$ cat src/rtl/cbt_pkg.sv
// Constants, register map and carrier types of the CSMA backoff and transmit engine.
// Function
// - LFSR backoff numbers, seeded, state written back.
// - Zero seed uses timer bits, else constant.
// - Mode 0 keeps receiver on.
// - Mode 1 holds radio only during activity.
// - Mode 2 finishes activity, then off.
// - Mode 3 switches radio off immediately.
// - Power down only with time; restart early.
// - Busy channel reloads window, counts, raises exponent.
// - CSMA end status and result pairs.
// - Every end writes status, raises done.
// - Result selects chain or idle.
// - Event 1 time recorded at end.
// - Transmit waits begin condition, then suspends receiver.
// - No synthesizer ends transmit with error.
// - Length adds 256 times high field.
// - Insert header and CRC unless supplied.
// - Abort ends transmission at once.
// - Stop before start sends nothing; else finishes.
// - Timestamp is timer value triggering modem.
// - Transmit end status and result pairs.
package cbt_pkg;

  // ----------------------------------------------------------------
  // Register map
  // ----------------------------------------------------------------
  localparam logic [11:0] ADDR_CTRL     = 12'h000;
  localparam logic [11:0] ADDR_CSMA_CFG = 12'h004;
  localparam logic [11:0] ADDR_CSMA_VAR = 12'h008;
  localparam logic [11:0] ADDR_TX_CFG   = 12'h00c;
  localparam logic [11:0] ADDR_TX_LEN   = 12'h010;
  localparam logic [11:0] ADDR_STATUS   = 12'h014;
  localparam logic [11:0] ADDR_LAST_CCA = 12'h018;
  localparam logic [11:0] ADDR_TSTAMP   = 12'h01c;
  localparam logic [11:0] ADDR_TX_OFS   = 12'h020;

  // ----------------------------------------------------------------
  // Control bits
  // ----------------------------------------------------------------
  localparam int CTRL_START_CSMA = 0;
  localparam int CTRL_START_TX   = 1;
  localparam int CTRL_STOP       = 2;
  localparam int CTRL_ABORT      = 3;

  // ----------------------------------------------------------------
  // Status codes and results
  // ----------------------------------------------------------------
  localparam logic [15:0] ST_IDLE     = 16'h0000;
  localparam logic [15:0] ST_OK       = 16'h2400;
  localparam logic [15:0] ST_BUSY     = 16'h2401;
  localparam logic [15:0] ST_STOPPED  = 16'h2402;
  localparam logic [15:0] ST_TIMEOUT  = 16'h2404;
  localparam logic [15:0] ST_ABORT    = 16'h2405;
  localparam logic [15:0] ST_BGEND    = 16'h2408;
  localparam logic [15:0] ST_BAD_PAR  = 16'h2801;
  localparam logic [15:0] ST_NO_SYNTH = 16'h2802;

  localparam logic [1:0] RES_TRUE  = 2'h1;
  localparam logic [1:0] RES_FALSE = 2'h2;
  localparam logic [1:0] RES_ABORT = 2'h3;

  // ----------------------------------------------------------------
  // Timing and constants
  // ----------------------------------------------------------------
  localparam int          CLK_MHZ          = 250;
  localparam int          BACKOFF_US       = 320;
  localparam int          BACKOFF_CYC      = BACKOFF_US * CLK_MHZ;
  localparam int          CCA_LEAD_US      = 20;
  localparam int          CCA_LEAD_CYC     = CCA_LEAD_US * CLK_MHZ;
  localparam int          BYTE_US          = 32;
  localparam int          BYTE_CYC         = BYTE_US * CLK_MHZ;
  localparam logic [15:0] LFSR_TAPS        = 16'hb400;
  localparam logic [15:0] LFSR_SUBST       = 16'hace1;
  localparam logic [3:0]  MAX_BE_LIMIT     = 4'h8;

  // ----------------------------------------------------------------
  // Types
  // ----------------------------------------------------------------
  typedef enum logic [6:0] {
    S_IDLE  = 7'b0000001,
    S_WAIT  = 7'b0000010,
    S_BACK  = 7'b0000100,
    S_CCA   = 7'b0001000,
    S_TXHDR = 7'b0010000,
    S_TXRUN = 7'b0100000,
    S_DONE  = 7'b1000000
  } cbt_state_type;

  typedef struct packed {
    logic [1:0] rx_off_sel;
    logic       slotted_select;
    logic [2:0] initial_contention_window;
    logic [3:0] max_be;
    logic [2:0] max_backoffs;
    logic [15:0] seed_state_field;
  } cbt_csma_cfg_type;

  typedef struct packed {
    logic [2:0]  backoff_attempt_count;
    logic [3:0]  backoff_exponent;
    logic [15:0] remaining_backoff_periods;
  } cbt_csma_var_type;

  typedef struct packed {
    logic       phy_header_supplied;
    logic       crc_supplied;
    logic [7:0] payload_length_high;
    logic [7:0] payload_length;
  } cbt_tx_cfg_type;

  typedef struct packed {
    logic        frame_rx;
    logic        ack_tx;
    logic        synth_on;
    logic        bg_active;
    logic        bg_ended;
    logic [1:0]  cca;
    logic        begin_condition;
    logic        finish_condition;
    logic [31:0] radio_timer;
  } cbt_radio_in_type;

  localparam logic [1:0] CCA_IDLE    = 2'h0;
  localparam logic [1:0] CCA_BUSY    = 2'h1;
  localparam logic [1:0] CCA_INVALID = 2'h2;

endpackage

$ cat src/rtl/cbt_engine.sv
// CSMA backoff and single-packet transmit engine with APB registers.
`timescale 1ns/1ps
module cbt_engine (
  // Clock and reset
  input  wire  logic                  ref_clk,
  input  wire  logic                  nrst,
  // APB slave
  input  wire  logic                  psel,
  input  wire  logic                  penable,
  input  wire  logic                  pwrite,
  input  wire  logic [11:0]           paddr,
  input  wire  logic [31:0]           pwdata,
  output logic                        pready,
  output logic [31:0]                 prdata,
  output logic                        pslverr,
  // Radio side
  input  wire  cbt_pkg::cbt_radio_in_type radio,
  output logic                        rx_power_on,
  output logic                        rx_suspend,
  output logic                        tx_byte_valid,
  output logic [7:0]                  tx_byte,
  output logic                        foreground_done_irq,
  output logic                        chain_next
);
  import cbt_pkg::*;

  // ----------------------------------------------------------------
  // State
  // ----------------------------------------------------------------
  typedef struct packed {
    cbt_state_type    st;
    logic             is_tx;
    logic             stop_req;
    logic             abort_req;
    logic             tx_started;
    cbt_csma_cfg_type ccfg;
    cbt_csma_var_type cvar;
    cbt_tx_cfg_type   tcfg;
    logic [2:0]       cw;
    logic [15:0]      lfsr;
    logic [15:0]      wait_periods;
    logic [16:0]      cyc;
    logic [15:0]      bytes_left;
    logic [1:0]       phase;
    logic [15:0]      crc;
    logic [15:0]      status;
    logic [1:0]       result;
    logic [31:0]      last_cca_time;
    logic [31:0]      tstamp;
    logic [31:0]      tx_start_offset;
    logic             rx_on;
    logic             rx_susp;
    logic             tv;
    logic [7:0]       tb;
    logic             irq;
    logic             chain;
    logic             rdy;
    logic [31:0]      rdata;
    logic             err;
  } cbt_regs_type;

  cbt_regs_type r;
  cbt_regs_type next_r;

  function automatic logic [15:0] lfsr_step(input logic [15:0] v);
    lfsr_step = {v[14:0], ^(v & LFSR_TAPS)};
  endfunction

  function automatic logic [15:0] crc_step(input logic [15:0] c, input logic [7:0] d);
    logic [15:0] x;
    x = c;
    for (int i = 0; i < 8; i++) begin
      x = (x[0] ^ d[i]) ? ((x >> 1) ^ 16'h8408) : (x >> 1);
    end
    crc_step = x;
  endfunction

  logic [15:0] draw_mask;
  logic        bo_end;
  logic        busy_act;
  logic        power_ok;
  logic        apb_acc;

  always_comb begin
    next_r = r;
    draw_mask = 16'((17'h1 << r.cvar.backoff_exponent) - 17'h1);
    busy_act = radio.frame_rx | radio.ack_tx;
    bo_end = (r.cyc == 17'(BACKOFF_CYC - 1));
    power_ok = (r.wait_periods > 16'h1) ||
               (r.cyc < 17'(BACKOFF_CYC - CCA_LEAD_CYC));
    apb_acc = psel & penable & ~r.rdy;
    next_r.irq = 1'b0;
    next_r.chain = 1'b0;
    next_r.tv = 1'b0;
    next_r.rdy = 1'b0;
    next_r.err = 1'b0;

    // ----------------------------------------------------------------
    // APB slave, one wait state
    // ----------------------------------------------------------------
    if (apb_acc) begin
      next_r.rdy = 1'b1;
      next_r.rdata = 32'h0;
      if (pwrite) begin
        if (paddr == ADDR_CTRL) begin
          if (pwdata[CTRL_STOP] && r.st != S_IDLE) begin
            next_r.stop_req = 1'b1;
          end
          if (pwdata[CTRL_ABORT] && r.st != S_IDLE) begin
            next_r.abort_req = 1'b1;
          end
          if (r.st == S_IDLE && (pwdata[CTRL_START_CSMA] | pwdata[CTRL_START_TX])) begin
            next_r.st = S_WAIT;
            next_r.is_tx = pwdata[CTRL_START_TX];
            next_r.stop_req = 1'b0;
            next_r.abort_req = 1'b0;
            next_r.tx_started = 1'b0;
            next_r.status = ST_IDLE;
          end
        end else if (paddr == ADDR_CSMA_CFG) begin
          next_r.ccfg = pwdata[28:0];
        end else if (paddr == ADDR_CSMA_VAR) begin
          next_r.cvar = pwdata[22:0];
        end else if (paddr == ADDR_TX_CFG) begin
          next_r.tcfg = pwdata[17:0];
        end else if (paddr == ADDR_TX_OFS) begin
          next_r.tx_start_offset = pwdata;
        end else if (paddr != ADDR_TX_LEN) begin
          next_r.err = 1'b1;
        end
      end else begin
        if (paddr == ADDR_CTRL) begin
          next_r.rdata = {25'h0, r.st};
        end else if (paddr == ADDR_CSMA_CFG) begin
          next_r.rdata = {3'h0, r.ccfg};
        end else if (paddr == ADDR_CSMA_VAR) begin
          next_r.rdata = {9'h0, r.cvar};
        end else if (paddr == ADDR_TX_CFG) begin
          next_r.rdata = {14'h0, r.tcfg};
        end else if (paddr == ADDR_TX_LEN) begin
          next_r.rdata = {16'h0, r.bytes_left};
        end else if (paddr == ADDR_STATUS) begin
          next_r.rdata = {14'h0, r.result, r.status};
        end else if (paddr == ADDR_LAST_CCA) begin
          next_r.rdata = r.last_cca_time;
        end else if (paddr == ADDR_TSTAMP) begin
          next_r.rdata = r.tstamp;
        end else if (paddr == ADDR_TX_OFS) begin
          next_r.rdata = r.tx_start_offset;
        end else begin
          next_r.err = 1'b1;
        end
      end
    end

    // ----------------------------------------------------------------
    // Operation sequencer
    // ----------------------------------------------------------------
    case (r.st)
      S_IDLE: begin
        next_r.rx_on = 1'b1;
        next_r.rx_susp = 1'b0;
      end
      S_WAIT: begin
        if (r.abort_req) begin
          next_r.st = S_DONE;
          next_r.status = ST_ABORT;
          next_r.result = RES_ABORT;
        end else if (r.stop_req) begin
          next_r.st = S_DONE;
          next_r.status = ST_STOPPED;
          next_r.result = RES_FALSE;
        end else if (!r.is_tx && radio.bg_ended) begin
          next_r.st = S_DONE;
          next_r.status = ST_BGEND;
          next_r.result = RES_ABORT;
        end else if (!r.is_tx && (r.ccfg.initial_contention_window == 3'h0 ||
                                  r.ccfg.max_be > MAX_BE_LIMIT)) begin
          next_r.st = S_DONE;
          next_r.status = ST_BAD_PAR;
          next_r.result = RES_ABORT;
        end else if (radio.begin_condition) begin
          next_r.cyc = 17'h0;
          if (r.is_tx) begin
            next_r.rx_susp = 1'b1;
            if (!radio.synth_on) begin
              next_r.st = S_DONE;
              next_r.status = ST_NO_SYNTH;
              next_r.result = RES_ABORT;
            end else begin
              next_r.st = r.tcfg.phy_header_supplied ? S_TXRUN : S_TXHDR;
              next_r.tx_started = 1'b1;
              next_r.tstamp = radio.radio_timer + r.tx_start_offset;
              next_r.bytes_left = {r.tcfg.payload_length_high,
                                   r.tcfg.payload_length};
              next_r.phase = r.tcfg.phy_header_supplied ? 2'h1 : 2'h0;
              next_r.crc = 16'h0;
            end
          end else begin
            next_r.cw = r.ccfg.initial_contention_window;
            if (r.ccfg.seed_state_field != 16'h0) begin
              next_r.lfsr = r.ccfg.seed_state_field;
            end else if (radio.radio_timer[15:0] != 16'h0) begin
              next_r.lfsr = radio.radio_timer[15:0];
            end else begin
              next_r.lfsr = LFSR_SUBST;
            end
            if (r.cvar.remaining_backoff_periods != 16'h0) begin
              next_r.wait_periods = r.cvar.remaining_backoff_periods;
            end else begin
              next_r.wait_periods = next_r.lfsr &
                                    draw_mask;
            end
            next_r.st = (next_r.wait_periods == 16'h0) ? S_CCA : S_BACK;
          end
        end
      end
      S_BACK, S_CCA: begin
        next_r.cyc = bo_end ? 17'h0 : r.cyc + 17'h1;
        next_r.lfsr = lfsr_step(r.lfsr);
        if (r.st == S_BACK && r.ccfg.rx_off_sel != 2'h0 && power_ok) begin
          case (r.ccfg.rx_off_sel)
            2'h1: next_r.rx_on = busy_act | (r.rx_on & radio.frame_rx);
            2'h2: next_r.rx_on = r.rx_on & busy_act;
            default: next_r.rx_on = 1'b0;
          endcase
        end else begin
          next_r.rx_on = 1'b1;
        end
        if (r.abort_req) begin
          next_r.st = S_DONE;
          next_r.status = ST_ABORT;
          next_r.result = RES_ABORT;
        end else if (radio.bg_ended) begin
          next_r.st = S_DONE;
          next_r.status = ST_BGEND;
          next_r.result = RES_ABORT;
        end else if (r.stop_req || radio.finish_condition) begin
          next_r.st = S_DONE;
          next_r.status = r.stop_req ? ST_STOPPED : ST_TIMEOUT;
          next_r.result = RES_FALSE;
          next_r.cvar.remaining_backoff_periods = r.wait_periods;
        end else if (r.st == S_BACK && bo_end) begin
          if (r.wait_periods == 16'h0) begin
            next_r.st = S_CCA;
          end else begin
            next_r.wait_periods = r.wait_periods - 16'h1;
            if (r.wait_periods == 16'h1) begin
              next_r.st = S_CCA;
            end
          end
        end else if (r.st == S_CCA) begin
          next_r.last_cca_time = radio.radio_timer;
          if (radio.cca == CCA_IDLE) begin
            next_r.cw = r.cw - 3'h1;
            if (r.cw == 3'h1) begin
              next_r.st = S_DONE;
              next_r.status = ST_OK;
              next_r.result = RES_TRUE;
            end else begin
              next_r.st = S_BACK;
              next_r.wait_periods = 16'h1;
            end
          end else if (radio.cca == CCA_BUSY) begin
            next_r.cw = r.ccfg.initial_contention_window;
            next_r.cvar.backoff_attempt_count = r.cvar.backoff_attempt_count + 3'h1;
            next_r.cvar.backoff_exponent = (r.cvar.backoff_exponent + 4'h1 > r.ccfg.max_be) ?
              r.ccfg.max_be : r.cvar.backoff_exponent + 4'h1;
            if (r.cvar.backoff_attempt_count >= r.ccfg.max_backoffs) begin
              next_r.st = S_DONE;
              next_r.status = ST_BUSY;
              next_r.result = RES_FALSE;
            end else begin
              next_r.st = S_BACK;
              next_r.wait_periods = r.lfsr & draw_mask;
            end
          end else begin
            next_r.st = S_BACK;
            next_r.wait_periods = 16'h1;
          end
          next_r.cyc = 17'h0;
        end
      end
      S_TXHDR, S_TXRUN: begin
        next_r.cyc = (r.cyc == 17'(BYTE_CYC - 1)) ? 17'h0 : r.cyc + 17'h1;
        if (r.abort_req) begin
          next_r.st = S_DONE;
          next_r.status = ST_ABORT;
          next_r.result = RES_ABORT;
        end else if (r.cyc == 17'h0) begin
          next_r.tv = 1'b1;
          if (r.st == S_TXHDR) begin
            next_r.tb = r.bytes_left[7:0] + (r.tcfg.crc_supplied ? 8'h0 : 8'h2);
            next_r.st = S_TXRUN;
          end else if (r.phase != 2'h2 && r.bytes_left != 16'h0) begin
            next_r.tb = r.bytes_left[7:0];
            next_r.crc = crc_step(r.crc, r.bytes_left[7:0]);
            next_r.bytes_left = r.bytes_left - 16'h1;
          end else if (!r.tcfg.crc_supplied && r.phase != 2'h3) begin
            next_r.tb = (r.phase == 2'h2) ? r.crc[15:8] : r.crc[7:0];
            next_r.phase = (r.phase == 2'h2) ? 2'h3 : 2'h2;
          end else begin
            next_r.tv = 1'b0;
            next_r.st = S_DONE;
            next_r.last_cca_time = radio.radio_timer;
            next_r.status = r.stop_req ? ST_STOPPED : ST_OK;
            next_r.result = r.stop_req ? RES_FALSE : RES_TRUE;
          end
        end
      end
      S_DONE: begin
        next_r.irq = 1'b1;
        next_r.chain = (r.result == RES_TRUE);
        next_r.rx_susp = 1'b0;
        next_r.rx_on = 1'b1;
        if (!r.is_tx) begin
          next_r.ccfg.seed_state_field = r.lfsr;
          if (r.status != ST_STOPPED && r.status != ST_TIMEOUT) begin
            next_r.cvar.remaining_backoff_periods = 16'h0;
          end
        end
        next_r.st = S_IDLE;
      end
      default: begin
        next_r.st = S_IDLE;
      end
    endcase
  end

  always_ff @(posedge ref_clk or negedge nrst) begin
    if (!nrst) begin
      r <= '0;
      r.st <= S_IDLE;
      r.rx_on <= 1'b1;
    end else begin
      r <= next_r;
    end
  end

  assign pready = r.rdy;
  assign prdata = r.rdata;
  assign pslverr = r.err;
  assign rx_power_on = r.rx_on;
  assign rx_suspend = r.rx_susp;
  assign tx_byte_valid = r.tv;
  assign tx_byte = r.tb;
  assign foreground_done_irq = r.irq;
  assign chain_next = r.chain;

  // ----------------------------------------------------------------
  // Assertions
  // ----------------------------------------------------------------
  property p_mode0_on;
    @(posedge ref_clk) disable iff (!nrst)
      (r.st == S_BACK && r.ccfg.rx_off_sel == 2'h0) |=> rx_power_on;
  endproperty
  a_mode0_on: assert property (p_mode0_on) else $error("receiver off in mode 0");

  property p_done_irq;
    @(posedge ref_clk) disable iff (!nrst)
      (r.st == S_DONE) |=> foreground_done_irq;
  endproperty
  a_done_irq: assert property (p_done_irq) else $error("done without interrupt");

  property p_chain;
    @(posedge ref_clk) disable iff (!nrst)
      chain_next |-> (r.result == RES_TRUE) && foreground_done_irq;
  endproperty
  a_chain: assert property (p_chain) else $error("chain without true result");

  property p_no_synth;
    @(posedge ref_clk) disable iff (!nrst)
      (r.st == S_WAIT && r.is_tx && radio.begin_condition && !radio.synth_on &&
       !r.abort_req && !r.stop_req) |=> (r.status == ST_NO_SYNTH) ##1 foreground_done_irq;
  endproperty
  a_no_synth: assert property (p_no_synth) else $error("missing synthesizer error");

  property p_tstamp;
    @(posedge ref_clk) disable iff (!nrst)
      (r.st == S_WAIT && (next_r.st == S_TXHDR || next_r.st == S_TXRUN)) |=>
        (r.tstamp == $past(radio.radio_timer) + $past(r.tx_start_offset));
  endproperty
  a_tstamp: assert property (p_tstamp) else $error("timestamp not captured");

  property p_stop_wait;
    @(posedge ref_clk) disable iff (!nrst)
      (r.st == S_WAIT && r.stop_req && !r.abort_req) |=> !tx_byte_valid [*2];
  endproperty
  a_stop_wait: assert property (p_stop_wait) else $error("sent after early stop");

  property p_abort_tx;
    @(posedge ref_clk) disable iff (!nrst)
      ((r.st == S_TXRUN) && r.abort_req) |=> (r.st == S_DONE) && (r.result == RES_ABORT);
  endproperty
  a_abort_tx: assert property (p_abort_tx) else $error("abort not immediate");

  property p_mode3_off;
    @(posedge ref_clk) disable iff (!nrst)
      (r.st == S_BACK && r.ccfg.rx_off_sel == 2'h3 && power_ok && !bo_end &&
       next_r.st == S_BACK) |=> !rx_power_on;
  endproperty
  a_mode3_off: assert property (p_mode3_off) else $error("receiver on in mode 3");

endmodule

$ cat config.mk
export PLATFORM = sky130hd
export DESIGN_NAME = cbt_engine
export DESIGN_NICKNAME = d
export VERILOG_FILES = /design/src/rtl/cbt_pkg.sv /design/src/rtl/cbt_engine.sv
export SDC_FILE = /design/constraint.sdc
export NUM_CORES = 1
export LEC_CHECK = 0
export ABC_AREA = 1
export BUFFER_PORTS_ARGS = -buffer_cell sky130_fd_sc_hd__buf_2
export CAP_MARGIN = 20
export CELL_PAD_IN_SITES_DETAIL_PLACEMENT = 1
export CELL_PAD_IN_SITES_GLOBAL_PLACEMENT = 2
export CORE_MARGIN = 4
export CORE_UTILIZATION = 36
export DETAILED_ROUTE_END_ITERATION = 12
export GPL_ROUTABILITY_DRIVEN = 0
export GPL_TIMING_DRIVEN = 0
export HOLD_SLACK_MARGIN = 0.03
export PLACE_DENSITY = 0.85
export SETUP_SLACK_MARGIN = 0.1
export SLEW_MARGIN = 20
export SYNTH_ARGS = -nofsm -noshare
export SYNTH_HDL_FRONTEND = slang
export SYNTH_SLANG_ARGS = --single-unit
$ cat constraint.sdc
create_clock -name ref_clk -period 3.16 [get_ports ref_clk]
set_input_delay 0.316 -clock ref_clk [delete_from_list [all_inputs] [get_ports ref_clk]]
set_output_delay 0.316 -clock ref_clk [all_outputs]
set_load 0.01 [all_outputs]
==> reports/results.tsv <==
stage	metric	value	unit
min_path	Hold EP	pready$_DFF_PN0_	
layout	Final nets	3312	
sta	Layout Skew	0.0174	ns
critical_path	Buf/Inv on CP	5	
min_path	Worst Hold Depth	3	
grt	GRT Total Usage	30.3	%
synth	average cell area after synthesis	7.26	sq um
critical_path	CP arrival	3.52	ns
floorplan	IO Pins	137	
critical_path	Critical Path Sink Type	flip-flop	
cts	clock-pin slew on the worst setup and hold paths	0.07	ns
critical_path	r2r endpoint	r[219]$_DFFE_PN0P_	
floorplan	die area	63400	sq um
critical_path	Worst Setup Start Kind	flip-flop	
synth	Post-synth ARST share	100	%
drt	Via-to-Cell Ratio	5.74	
synth	dominant synthesized flop cell	dfrtp_1	
critical_path	Reg2Reg Setup Slack	0.14	ns
synth	mapped cell area	21400	sq um
sta	period utilization	95.5	%
grt	largest net degree at the start of global routing	92	
sta	actual slew at the worst max-slew pin	1.08	ns
critical_path	critical path's top delay family	simple AND/OR/NAND/NOR gates	
drt	Routed WL per cell	24.9	microns
critical_path	most used cell, CP	nand2_2	
drt	vias	22796	
synth	Commonest cells post-synth	643 x nand2_1, 381 x inv_1, 325 x dfrtp_1	
cts	Bufs on Longest Clock Path	3	
run_status	status	completed	
sta	RSZ-0062 raised after global routing	no	
cts	H-tree depth	2	
floorplan	starting density of the core	36.3	%
cts	CTS tree	built	
critical_path	crit path max fanout	10	
synth	Ys Warns	0	
critical_path	Crit Path Category	reg -> reg	
critical_path	Cell Chain, Critical Path	inv_2, nand2_2, nor2_4, nand4_4, inv_4, nand2_2, inv_2, nand2_2, nand2_4, inv_1, nand3b_1, buf_4, nor2_1, a22oi_1	
critical_path	slowest stage delay, CP	0.46	ns
drt	# DRC	0	
synth	Area contributors post-synth	dfrtp_1 38%, nand2_1 11%, o21ai_0 7.3%	
synth	FF+latch count, synth	327	
sta	final worst slack	0.142	ns
synth	largest area contributor in the netlist	dfrtp_1	
synth	Cells after Synth	2948	
critical_path	R2R cell count	14	
pwr	P per Cell Area	391	nW/um^2
critical_path	r2r startpoint	r[326]$_DFF_PN0_	
floorplan	Core ar.	58900	sq um
cts	CTS Buf Count	42	
layout	P&R area growth vs syn	16.4	%
sta	hold slack	0.0548	ns
grt	Congestion Overflow GR	0	
place	worst slack at placement	-0.0628	ns
layout	Util after Layout	42.3	%
floorplan	die width	252	microns
sta	crit path time final	3.02	ns
floorplan	Die Height	252	microns
synth	EDFF count, synth	0	
layout	final std cells w/o fill	3972	
drt	ANT nets after route	0	
place	buffers added on ports	135	
place	Final HPWL DP	77700	microns
sta	max frequency	0.331	GHz
sta	Final Max Tran Viols	0	
drt	DRT iter0 DRCs	2026	
pwr	Max VDD drop	290	uV
synth	Synthesized Nets	3097	
layout	layout cells sized above 1	12.4	%
cts	clock root buffer	clkbuf_16	
grt	initial antenna violation count	9	
place	Cells after DPL	3860	
drt	drt pass-1 iters	5	
grt	number of global-route vias before repair	23053	
synth	register area share after synthesis	38.2	%
sta	final setup fails	0	
critical_path	Critical Path Slowest Stage Cell	dfrtp_1	
critical_path	worst path required time	3.66	ns
synth	leading cell type by number of instances after synthesis	nand2_1	
grt	global-route wire length before repair	146000	microns
sta	Fin. Hold Viols	0	
pwr	Leak	0.0121	uW
min_path	HP Start	penable	
run	max cap viols	0	
synth	Netlist cell types	67	
synth	top cell type's share of synthesized area	38.0	%
cts	clk_lat worst skew	0.59	ns
cts	Clock Sinks	327	
floorplan	FP Rows	89	
min_path	Hold Path Class	in -> reg	
drt	routed wire length	99000	microns
sta	max-slew headroom at the worst pin	27.7	%
## layer usage
layer / track usage, % / share of wire [%] / up-vias
li1: - / - / 10243
met1: 41.1 / 43 / 11416
met2: 46.7 / 44 / 897
met3: 6.05 / 7.9 / 236
met4: 14.4 / 5.5 / 4
met5: 0 / 0.028 / -
## layout make-up
class                           count  area (sq um)
Sequential cell                   327          8190
Multi-Input combinational cell   2080         11000
Fill cell                        7450         34000
Buffer                            136           734
Clock inverter                     17           136
Clock buffer                       59          1230
Timing Repair Buffer              171          1090
Tap cell                          773           967
Inverter                          405          1530
Antenna cell                        4          10.0
## state kept, by name, summed over array words and instances, names as in the netlist
signal and count:
tx_byte 8, rx_power_on 1, rx_suspend 1, chain_next 1, foreground_done_irq 1, pready 1, r 280, tx_byte_valid 1
prdata 32, pslverr 1
## how the worst max path moves through the flow
stage	depth (start not counted)	to	start
2_1_floorplan	15	r[101]$_DFFE_PN0P_	r[47]$_DFFE_PN0P_
3_3_place_gp	1	r[283]$_DFF_PN0_	nrst
3_5_place_dp	13	prdata[13]$_DFFE_PN0P_	paddr[7]
4_1_cts	14	r[219]$_DFFE_PN0P_	r[326]$_DFF_PN0_
5_1_grt	11	r[127]$_DFFE_PN0P_	r[319]$_DFFE_PN0P_
6_report	14	r[219]$_DFFE_PN0P_	r[326]$_DFF_PN0_
## kinds of logic after synthesis
family,synth area share [%]
AOI/OAI and AO/OA,19.8
xor gates and xnor gates,2.17
adders and majority gates,3.48
buffers and inverters,10.5
DFF,38.2
muxes,1.41
and+or+nand+nor,24.4
## cell usage in the layout (no fill, tap or decap), types with 13 or more instances in the layout
cell type and n:
a211oi_1 14, a21oi_1 189, a221oi_1 14, a22oi_1 17, a31oi_1 14, buf_2 158
buf_4 47, clkbuf_1 65, clkbuf_16 42, dfrtp_1 322, dlygate4sd3_1 29, ha_1 56
inv_1 381, inv_2 19, mux2_4 18, nand2_1 642, nand3_1 154, nand4_1 39
nor2_1 259, nor3_1 43, nor4_1 13, o211ai_1 36, o21ai_0 310, o21ai_1 26
o22ai_1 31, o32ai_1 23, xnor2_1 17, xor2_1 35
## stage by stage
stage	total power (uW)	setup TNS, ns	instance area, sq um
final	9740	0	24900
after global routing	10000	0	24900
after CTS	9790	0	24800
after detailed placement	4870	-0.124	23200
after global placement	4850	-1629.47	23100
after floorplan	4520	0	21400
## power by group
group | internal, uW | switching, uW
Combinational | 162 | 454
Clock | 2810 | 2090
Sequential | 4200 | 15.0
## what timing repair did
item	CTS	global route
buffers inserted	0	3
hold buffers	29	0
resized for setup	4	19
pin swaps	0	1
hold endpoints to repair	96	0
setup endpoints to repair	8	34
## worst reg2reg max path, delay by kind of cell, from the launching register on
family / cells / cell delay [ns]
flip-flops: 1 / 0.46
buffers and inverters: 5 / 0.98
AND/OR/NAND/NOR: 8 / 1.33
AO/OA/AOI/OAI: 1 / 0.18
Note: power is estimated with default switching activity, not from simulation.
